File: config.mk
export PLATFORM = sky130hd
export DESIGN_NAME = sram_host
export DESIGN_NICKNAME = d
export VERILOG_FILES = /design/src/rtl/sram_ctrl_pkg.sv /design/src/rtl/sram_host.sv /design/src/rtl/cycle_timer.sv
export VERILOG_INCLUDE_DIRS = /design/src /design/src/rtl
export SDC_FILE = /design/constraint.sdc
export NUM_CORES = 1
export LEC_CHECK = 0
export BUFFER_PORTS_ARGS = -buffer_cell sky130_fd_sc_hd__buf_4
export CORE_MARGIN = 2
export CORE_UTILIZATION = 53
export CTS_BUF_LIST = sky130_fd_sc_hd__clkbuf_4 sky130_fd_sc_hd__clkbuf_8 sky130_fd_sc_hd__clkbuf_16
export CTS_CLUSTER_DIAMETER = 200
export DETAILED_ROUTE_END_ITERATION = 6
export HOLD_SLACK_MARGIN = 0.03
export PLACE_DENSITY = 0.83
export RECOVER_POWER = 50
export SYNTH_ARGS = -nofsm -noshare
export SYNTH_HDL_FRONTEND = slang
export SYNTH_SLANG_ARGS = --single-unit
File: constraint.sdc
create_clock -name clk_sys -period 2.25 [get_ports clk_sys]
set_input_delay 0 -clock clk_sys [delete_from_list [all_inputs] [get_ports clk_sys]]
set_output_delay 0 -clock clk_sys [all_outputs]
set_load 0.005 [all_outputs]
File: src/rtl/sram_ctrl_map.svh
// Constants for the asynchronous static memory host controller.
`ifndef SRAM_CTRL_MAP_SVH
`define SRAM_CTRL_MAP_SVH
// ****************************************
// Timing figures of the slowest grade, ns
// ****************************************
`define CLK_PERIOD_NS     40
`define T_ACCESS_NS       20
`define T_SEL_WRITE_NS    15
`define T_WRITE_PULSE_NS  15
`define T_STROBE_OFF_NS   8
`define T_DATA_SETUP_NS   9
`define T_ADDR_WRITE_NS   15
`define T_OE_OFF_NS       7
`define T_RECOVERY_NS     0
// ****************************************
// Cycle counts, least times round up
// ****************************************
`define CEIL_CYC(t)       (((t) + `CLK_PERIOD_NS - 1) / `CLK_PERIOD_NS)
`define READ_CYC          ((`CEIL_CYC(`T_ACCESS_NS) < 1) ? 1 : `CEIL_CYC(`T_ACCESS_NS))
`define TURN_CYC          ((`CEIL_CYC(`T_STROBE_OFF_NS) < 1) ? 1 : `CEIL_CYC(`T_STROBE_OFF_NS))
`define SETUP_CYC         ((`CEIL_CYC(`T_DATA_SETUP_NS) < 1) ? 1 : `CEIL_CYC(`T_DATA_SETUP_NS))
`define PULSE_CYC         ((`CEIL_CYC(`T_WRITE_PULSE_NS) < 1) ? 1 : `CEIL_CYC(`T_WRITE_PULSE_NS))
`define IDLE_CYC          ((`CEIL_CYC(`T_OE_OFF_NS) < 1) ? 1 : `CEIL_CYC(`T_OE_OFF_NS))
`endif

File: src/rtl/sram_ctrl_pkg.sv
// Types shared by the memory host controller.
package sram_ctrl_pkg;
    typedef enum logic [2:0] {
        ST_IDLE,
        ST_READ,
        ST_TURN,
        ST_WRITE,
        ST_RECOVER
    } phase_e;
endpackage

File: src/rtl/sram_host.sv
// Host controller that runs read and write cycles on an asynchronous static memory.
`timescale 1ns/1ps
`include "sram_ctrl_map.svh"
module sram_host
    import sram_ctrl_pkg::*;
#(
    parameter int AW = 17,
    parameter int DW = 8
) (
    input  wire logic          clk_sys,
    input  wire logic          rst,
    input  wire logic          req_valid,
    input  wire logic          req_write,
    input  wire logic [AW-1:0] req_addr,
    input  wire logic [DW-1:0] req_wdata,
    output logic               req_ready,
    output logic               rsp_valid,
    output logic [DW-1:0]      rsp_rdata,
    output logic [AW-1:0]      mem_addr,
    output logic               select_active_low,
    output logic               select_active_high,
    output logic               write_strobe_n,
    output logic               out_enable_n,
    input  wire logic [DW-1:0] mem_data_in,
    output logic [DW-1:0]      mem_data_out,
    output logic               mem_data_oe_n
);
    // ****************************************
    // Pin input synchroniser
    // ****************************************
    logic [DW-1:0] data_meta;
    logic [DW-1:0] data_sync;
    always_ff @(posedge clk_sys) begin
        if (rst) begin
            data_meta <= '0;
            data_sync <= '0;
        end else begin
            data_meta <= mem_data_in;
            data_sync <= data_meta;
        end
    end

    // ****************************************
    // Phase sequencer
    // ****************************************
    // Two extra cycles in the read let data pass the synchroniser before capture.
    localparam logic [3:0] READ_WAIT  = 4'(`READ_CYC + 2);
    localparam logic [3:0] TURN_WAIT  = 4'(`TURN_CYC);
    localparam logic [3:0] WRITE_WAIT = 4'(`PULSE_CYC > `SETUP_CYC ? `PULSE_CYC : `SETUP_CYC);
    localparam logic [3:0] IDLE_WAIT  = 4'(`IDLE_CYC);

    phase_e     phase;
    phase_e     next_phase;
    logic       timer_done;
    logic       timer_load;
    logic [3:0] timer_count;
    logic       take_req;
    logic       wr_busy;

    assign take_req = (phase == ST_IDLE) && req_valid && timer_done;
    assign wr_busy  = (phase == ST_TURN) || (phase == ST_WRITE);

    always_comb begin
        next_phase  = phase;
        timer_load  = 1'b0;
        timer_count = 4'h0;
        case (phase)
            ST_IDLE: begin
                if (take_req) begin
                    timer_load = 1'b1;
                    if (req_write) begin
                        // Output enable is already high here; the turn phase keeps the margin anyway.
                        next_phase  = ST_TURN;
                        timer_count = TURN_WAIT;
                    end else begin
                        next_phase  = ST_READ;
                        timer_count = READ_WAIT;
                    end
                end
            end
            ST_READ: begin
                if (timer_done) begin
                    next_phase  = ST_RECOVER;
                    timer_load  = 1'b1;
                    timer_count = IDLE_WAIT;
                end
            end
            ST_TURN: begin
                if (timer_done) begin
                    next_phase  = ST_WRITE;
                    timer_load  = 1'b1;
                    timer_count = WRITE_WAIT;
                end
            end
            ST_WRITE: begin
                if (timer_done) begin
                    next_phase  = ST_RECOVER;
                    timer_load  = 1'b1;
                    timer_count = IDLE_WAIT;
                end
            end
            ST_RECOVER: begin
                if (timer_done) begin
                    next_phase = ST_IDLE;
                end
            end
            default: begin
                next_phase = ST_IDLE;
            end
        endcase
    end

    cycle_timer #(
        .W(4)
    ) u_timer (
        .clk_sys(clk_sys),
        .rst    (rst),
        .load   (timer_load),
        .count  (timer_count),
        .done   (timer_done)
    );

    // ****************************************
    // Pin drivers
    // ****************************************
    // Selects only drop in idle, so both frame each whole write phase.
    logic next_selected;
    logic next_strobe_n;
    logic next_oe_n;
    logic next_drive_n;
    assign next_selected = (next_phase != ST_IDLE);
    assign next_strobe_n = !(next_phase == ST_WRITE);
    assign next_oe_n     = !(next_phase == ST_READ);
    assign next_drive_n  = !((next_phase == ST_TURN) || (next_phase == ST_WRITE) ||
                             (phase == ST_WRITE));

    always_ff @(posedge clk_sys) begin
        if (rst) begin
            phase              <= ST_IDLE;
            select_active_low  <= 1'b1;
            select_active_high <= 1'b0;
            write_strobe_n     <= 1'b1;
            out_enable_n       <= 1'b1;
            mem_data_oe_n      <= 1'b1;
        end else begin
            phase              <= next_phase;
            select_active_low  <= !next_selected;
            select_active_high <= next_selected;
            write_strobe_n     <= next_strobe_n;
            out_enable_n       <= next_oe_n;
            mem_data_oe_n      <= next_drive_n;
        end
    end

    // Address and data hold through recovery, so they outlast the end of the write.
    always_ff @(posedge clk_sys) begin
        if (rst) begin
            mem_addr     <= '0;
            mem_data_out <= '0;
        end else if (take_req) begin
            mem_addr     <= req_addr;
            mem_data_out <= req_wdata;
        end
    end

    // ****************************************
    // Request and answer handshake
    // ****************************************
    logic read_end;
    assign read_end = (phase == ST_READ) && timer_done;
    always_ff @(posedge clk_sys) begin
        if (rst) begin
            req_ready <= 1'b0;
            rsp_valid <= 1'b0;
            rsp_rdata <= '0;
        end else begin
            req_ready <= (next_phase == ST_IDLE) && !take_req;
            rsp_valid <= read_end;
            if (read_end) begin
                rsp_rdata <= data_sync;
            end
        end
    end

    // ****************************************
    // Checks
    // ****************************************
    strobe_in_read_a: assert property (@(posedge clk_sys) disable iff (rst)
        !out_enable_n |-> write_strobe_n)
        else $error("Strobe low during a read.");
    strobe_selected_a: assert property (@(posedge clk_sys) disable iff (rst)
        !write_strobe_n |-> (!select_active_low && select_active_high))
        else $error("Strobe low without both selects.");
    select_frame_a: assert property (@(posedge clk_sys) disable iff (rst)
        $fell(write_strobe_n) |-> $past(!select_active_low))
        else $error("Selects not active before the strobe fell.");
    no_contention_a: assert property (@(posedge clk_sys) disable iff (rst)
        !mem_data_oe_n |-> out_enable_n)
        else $error("Host drives data while output enable is low.");
    turn_before_write_a: assert property (@(posedge clk_sys) disable iff (rst)
        $fell(write_strobe_n) |-> $past(!mem_data_oe_n))
        else $error("Data not driven before the strobe fell.");
    pulse_width_a: assert property (@(posedge clk_sys) disable iff (rst)
        $fell(write_strobe_n) |-> !write_strobe_n [*2])
        else $error("Write pulse too short.");
    data_hold_a: assert property (@(posedge clk_sys) disable iff (rst)
        $rose(write_strobe_n) |-> !mem_data_oe_n && $stable(mem_data_out) && $stable(mem_addr))
        else $error("Data or address changed at write end.");
    read_answer_a: assert property (@(posedge clk_sys) disable iff (rst)
        $fell(out_enable_n) |-> ##[1:6] rsp_valid)
        else $error("Read answer late.");
    select_hold_a: assert property (@(posedge clk_sys) disable iff (rst)
        $rose(write_strobe_n) |-> !select_active_low)
        else $error("Select dropped with the strobe.");
endmodule // sram_host

File: src/rtl/cycle_timer.sv
// Down counter that times each bus phase.
`timescale 1ns/1ps
module cycle_timer #(
    parameter int W = 4
) (
    input  wire logic         clk_sys,
    input  wire logic         rst,
    input  wire logic         load,
    input  wire logic [W-1:0] count,
    output logic              done
);
    logic [W-1:0] remain;
    assign done = (remain == '0);
    always_ff @(posedge clk_sys) begin
        if (rst) begin
            remain <= '0;
        end else if (load) begin
            remain <= count;
        end else if (!done) begin
            remain <= remain - W'(1);
        end
    end
endmodule // cycle_timer

==> impl_metrics.json <==
{
  "status": "finished, final reports clean",
  "finalCritPeriodShare": 0.842,
  "leakage_nw": 1.37,
  "first_pass_iters": 5,
  "postPlaceCellArea_um2": 2890,
  "fin_nets": 391,
  "grt_pass1_vias": 2176,
  "cts_sinks": 63,
  "hold_depth": 4,
  "slowest_stage": "and4bb_1",
  "cts_made_buffers": 9,
  "slew_headroom": 0.465,
  "cp_top_family": "simple AND/OR/NAND/NOR gates",
  "postRouteAntennaNets": 0,
  "final_area_um2": 3440,
  "setup_ws_ns": 0.355,
  "cts_resized": 0,
  "final.min_clock_period_ns": 1.89,
  "cp-startpoint": "u_timer.remain[0]$_SDFFE_PP0P_",
  "io_buffers": 76,
  "cts_root_buffer": "clkbuf_8",
  "routed-wl-met2_um": 3170,
  "wl_met3_um": 324,
  "finalClockSkew_ns": 0.00932,
  "htree_levels": 3,
  "path_cells": "inv_1 -> ha_1 -> and4bb_1 -> buf_4 -> nand3_1 -> a21oi_1",
  "antenna_found_initial": 0,
  "drv_slew": 0,
  "wire_per_inst_um": 15.4,
  "slowest_delay_ns": 0.51,
  "cts_tree": "yes",
  "final_cell_mix": "63 x dfxtp_1, 38 x a21oi_1, 38 x clkbuf_4, 38 x buf_4",
  "via_per_inst": 5.59,
  "cts_max_path_buffers": 2,
  "std_cell_rows": 24,
  "final_common_cell": "dfxtp_1",
  "vias": 2290,
  "top_layer": "met4",
  "ir_worst_vdd_mv": 0.619,
  "hp-class": "in2reg",
  "power.total_w": 0.00373,
  "postSynthCellCount": 251,
  "critPathBufInv": 2,
  "worstPathMaxFanout": 15,
  "worstMarginPinSlew_ns": 0.803,
  "synth_edf_count": 0,
  "synthFlopType": "dfxtp_1",
  "totalWireLength_um": 6300,
  "tns_ns": 0,
  "synthToLayoutAreaGrowth_pct": 46.6,
  "worstSetupPathType": "reg2reg",
  "timing.rr.start": "u_timer.remain[0]$_SDFFE_PP0P_",
  "startpoint_type": "flip-flop",
  "min_from": "req_valid",
  "p_per_area_nw_per_um2": 1080,
  "post_cts_buffers": 0,
  "rsz0062_at_grt": "no",
  "gp_congestion": 0.786,
  "avgSynthCellArea_um2": 9.35,
  "holdWs_ns": 0.129,
  "crit_arrival_ns": 2.15,
  "coreArea_um2": 4320,
  "grt_pass1_wl_um": 10100,
  "drc": 0,
  "rrSetupSlack_ns": 0.36,
  "synthArstFlopShare": 0,
  "ys_seq_area_frac": 0.537,
  "antenna_cells": 0,
  "die_height_um": 70.6,
  "dieArea_um2": 4980,
  "ys_types": 35,
  "grt_usage": 0.258,
  "grt_max_degree": 62,
  "hold_violations": 0,
  "preCtsSetupSlack_ns": 0.477,
  "drive_gt1_frac": 0.277,
  "holdPathEnd": "u_timer.remain[0]$_SDFFE_PP0P_",
  "grt_overflow": 0,
  "cp.required_ns": 2.50,
  "hpwl_um": 3590,
  "drt_iter0_markers": 134,
  "die_w_um": 70.6,
  "initial_core_util": 0.543,
  "timing.rr.end": "mem_addr[3]$_SDFFE_PP0P_",
  "path_clk_slew_ns": 0.07,
  "io_pins": 77,
  "setup_viol": 0,
  "ys_warn_count": 0,
  "cp-end-kind": "flip-flop",
  "syn_area_um2": 2350,
  "wl_met1_um": 2620,
  "syn_nets": 289,
  "clk-insertion-delay-late_ns": 0.34,
  "reg2reg_depth": 6,
  "max_freq_ghz": 0.528,
  "ys_ff_latch": 63,
  "cap_viol_max_count": 0
}
sequential cells by signal, summed over array words and instances (netlist names), 3 cells and up:
| register | cells |
|---|---|
| mem_data_out | 8 |
| data_sync | 8 |
| data_meta | 8 |
| rsp_rdata | 8 |
| phase | 3 |
| u_timer.remain | 4 |
| mem_addr | 17 |
repair_timing:
action / CTS / global route
hold endpoints to repair: 34 / 0
hold buffers: 34 / 0
endpoints found under the setup margin: 0 / 0
through the flow:
step | cells | utilization
floorplan | 251 | -
global placement | 360 | 0.668
detailed placement | 360 | 0.668
CTS | 410 | 0.800
global route | 410 | 0.796
finish | 410 | 0.796
routing by layer:
metal,vias up,global-route usage
met2,104,0.434
met5,-,0
li1,1094,-
met1,1072,0.306
met3,20,0.0655
met4,0,0.132
power by group:
| part | internal (W) | switching, W | total (W) |
|---|---|---|---|
| clock network | 0.000659 | 0.000442 | 0.00110 |
| registers | 0.00129 | 0.000138 | 0.00143 |
| logic | 0.000515 | 0.000689 | 0.00120 |
cells by family (layout without fill, tap and decap cells):
group                    after synthesis  count (layout)  share of synthesized area
AO/OA/AOI/OAI                         84              84                      0.197
AND/OR/NAND/NOR                       76              76                      0.197
flip-flops                            63              63                      0.537
buffers and inverters                 26             133                     0.0586
adder cells (fa/ha/maj)                1               1                    0.00533
multiplexers                           1               1                    0.00426
final cells by class:
class | instances | area (um2)
sequential | 63 | 1260
multi-input combinational | 162 | 948
fill | 282 | 882
clock inverter | 6 | 92.6
tap | 52 | 65.1
inverter | 2 | 7.51
clock buffer | 10 | 138
timing repair buffer | 115 | 930
worst register-to-register path, stage by stage, from the launching register on:
cell and delay (ns):
dfxtp_1 0.34, inv_1 0.06, ha_1 0.27, and4bb_1 0.51, buf_4 0.29, nand3_1 0.13, a21oi_1 0.21
cell usage after synthesis (2+ instances only):
master / n / area share
buf_4: 2 / 0.0064
dfxtp_1: 63 / 0.54
inv_1: 2 / 0.0032
o21a_1: 3 / 0.0096
nor3_1: 5 / 0.011
o21ai_0: 14 / 0.030
nand3_1: 34 / 0.072
nor2b_1: 17 / 0.045
nor3b_1: 2 / 0.0064
a21oi_1: 38 / 0.081
nor3b_2: 2 / 0.011
clkbuf_1: 11 / 0.018
nor2_1: 4 / 0.0064
buf_2: 8 / 0.017
o21ai_1: 23 / 0.049
nand3b_1: 2 / 0.0064
buf_6: 3 / 0.014
worst max-delay path by stage:
stage | to | slack, ns | cells past startpoint
finish | mem_addr[3]$_SDFFE_PP0P_ | 0.36 | 6
global route | mem_addr[3]$_SDFFE_PP0P_ | 0.21 | 3
CTS | mem_addr[3]$_SDFFE_PP0P_ | 0.45 | 6
detailed placement | mem_addr[11]$_SDFFE_PP0P_ | 0.48 | 6
global placement | mem_data_out[4]$_SDFFE_PP0P_ | 0.51 | 3
floorplan | rsp_rdata[2]$_SDFFE_PP0P_ | 0.74 | 6
Note: power is estimated with default switching activity, not from simulation.
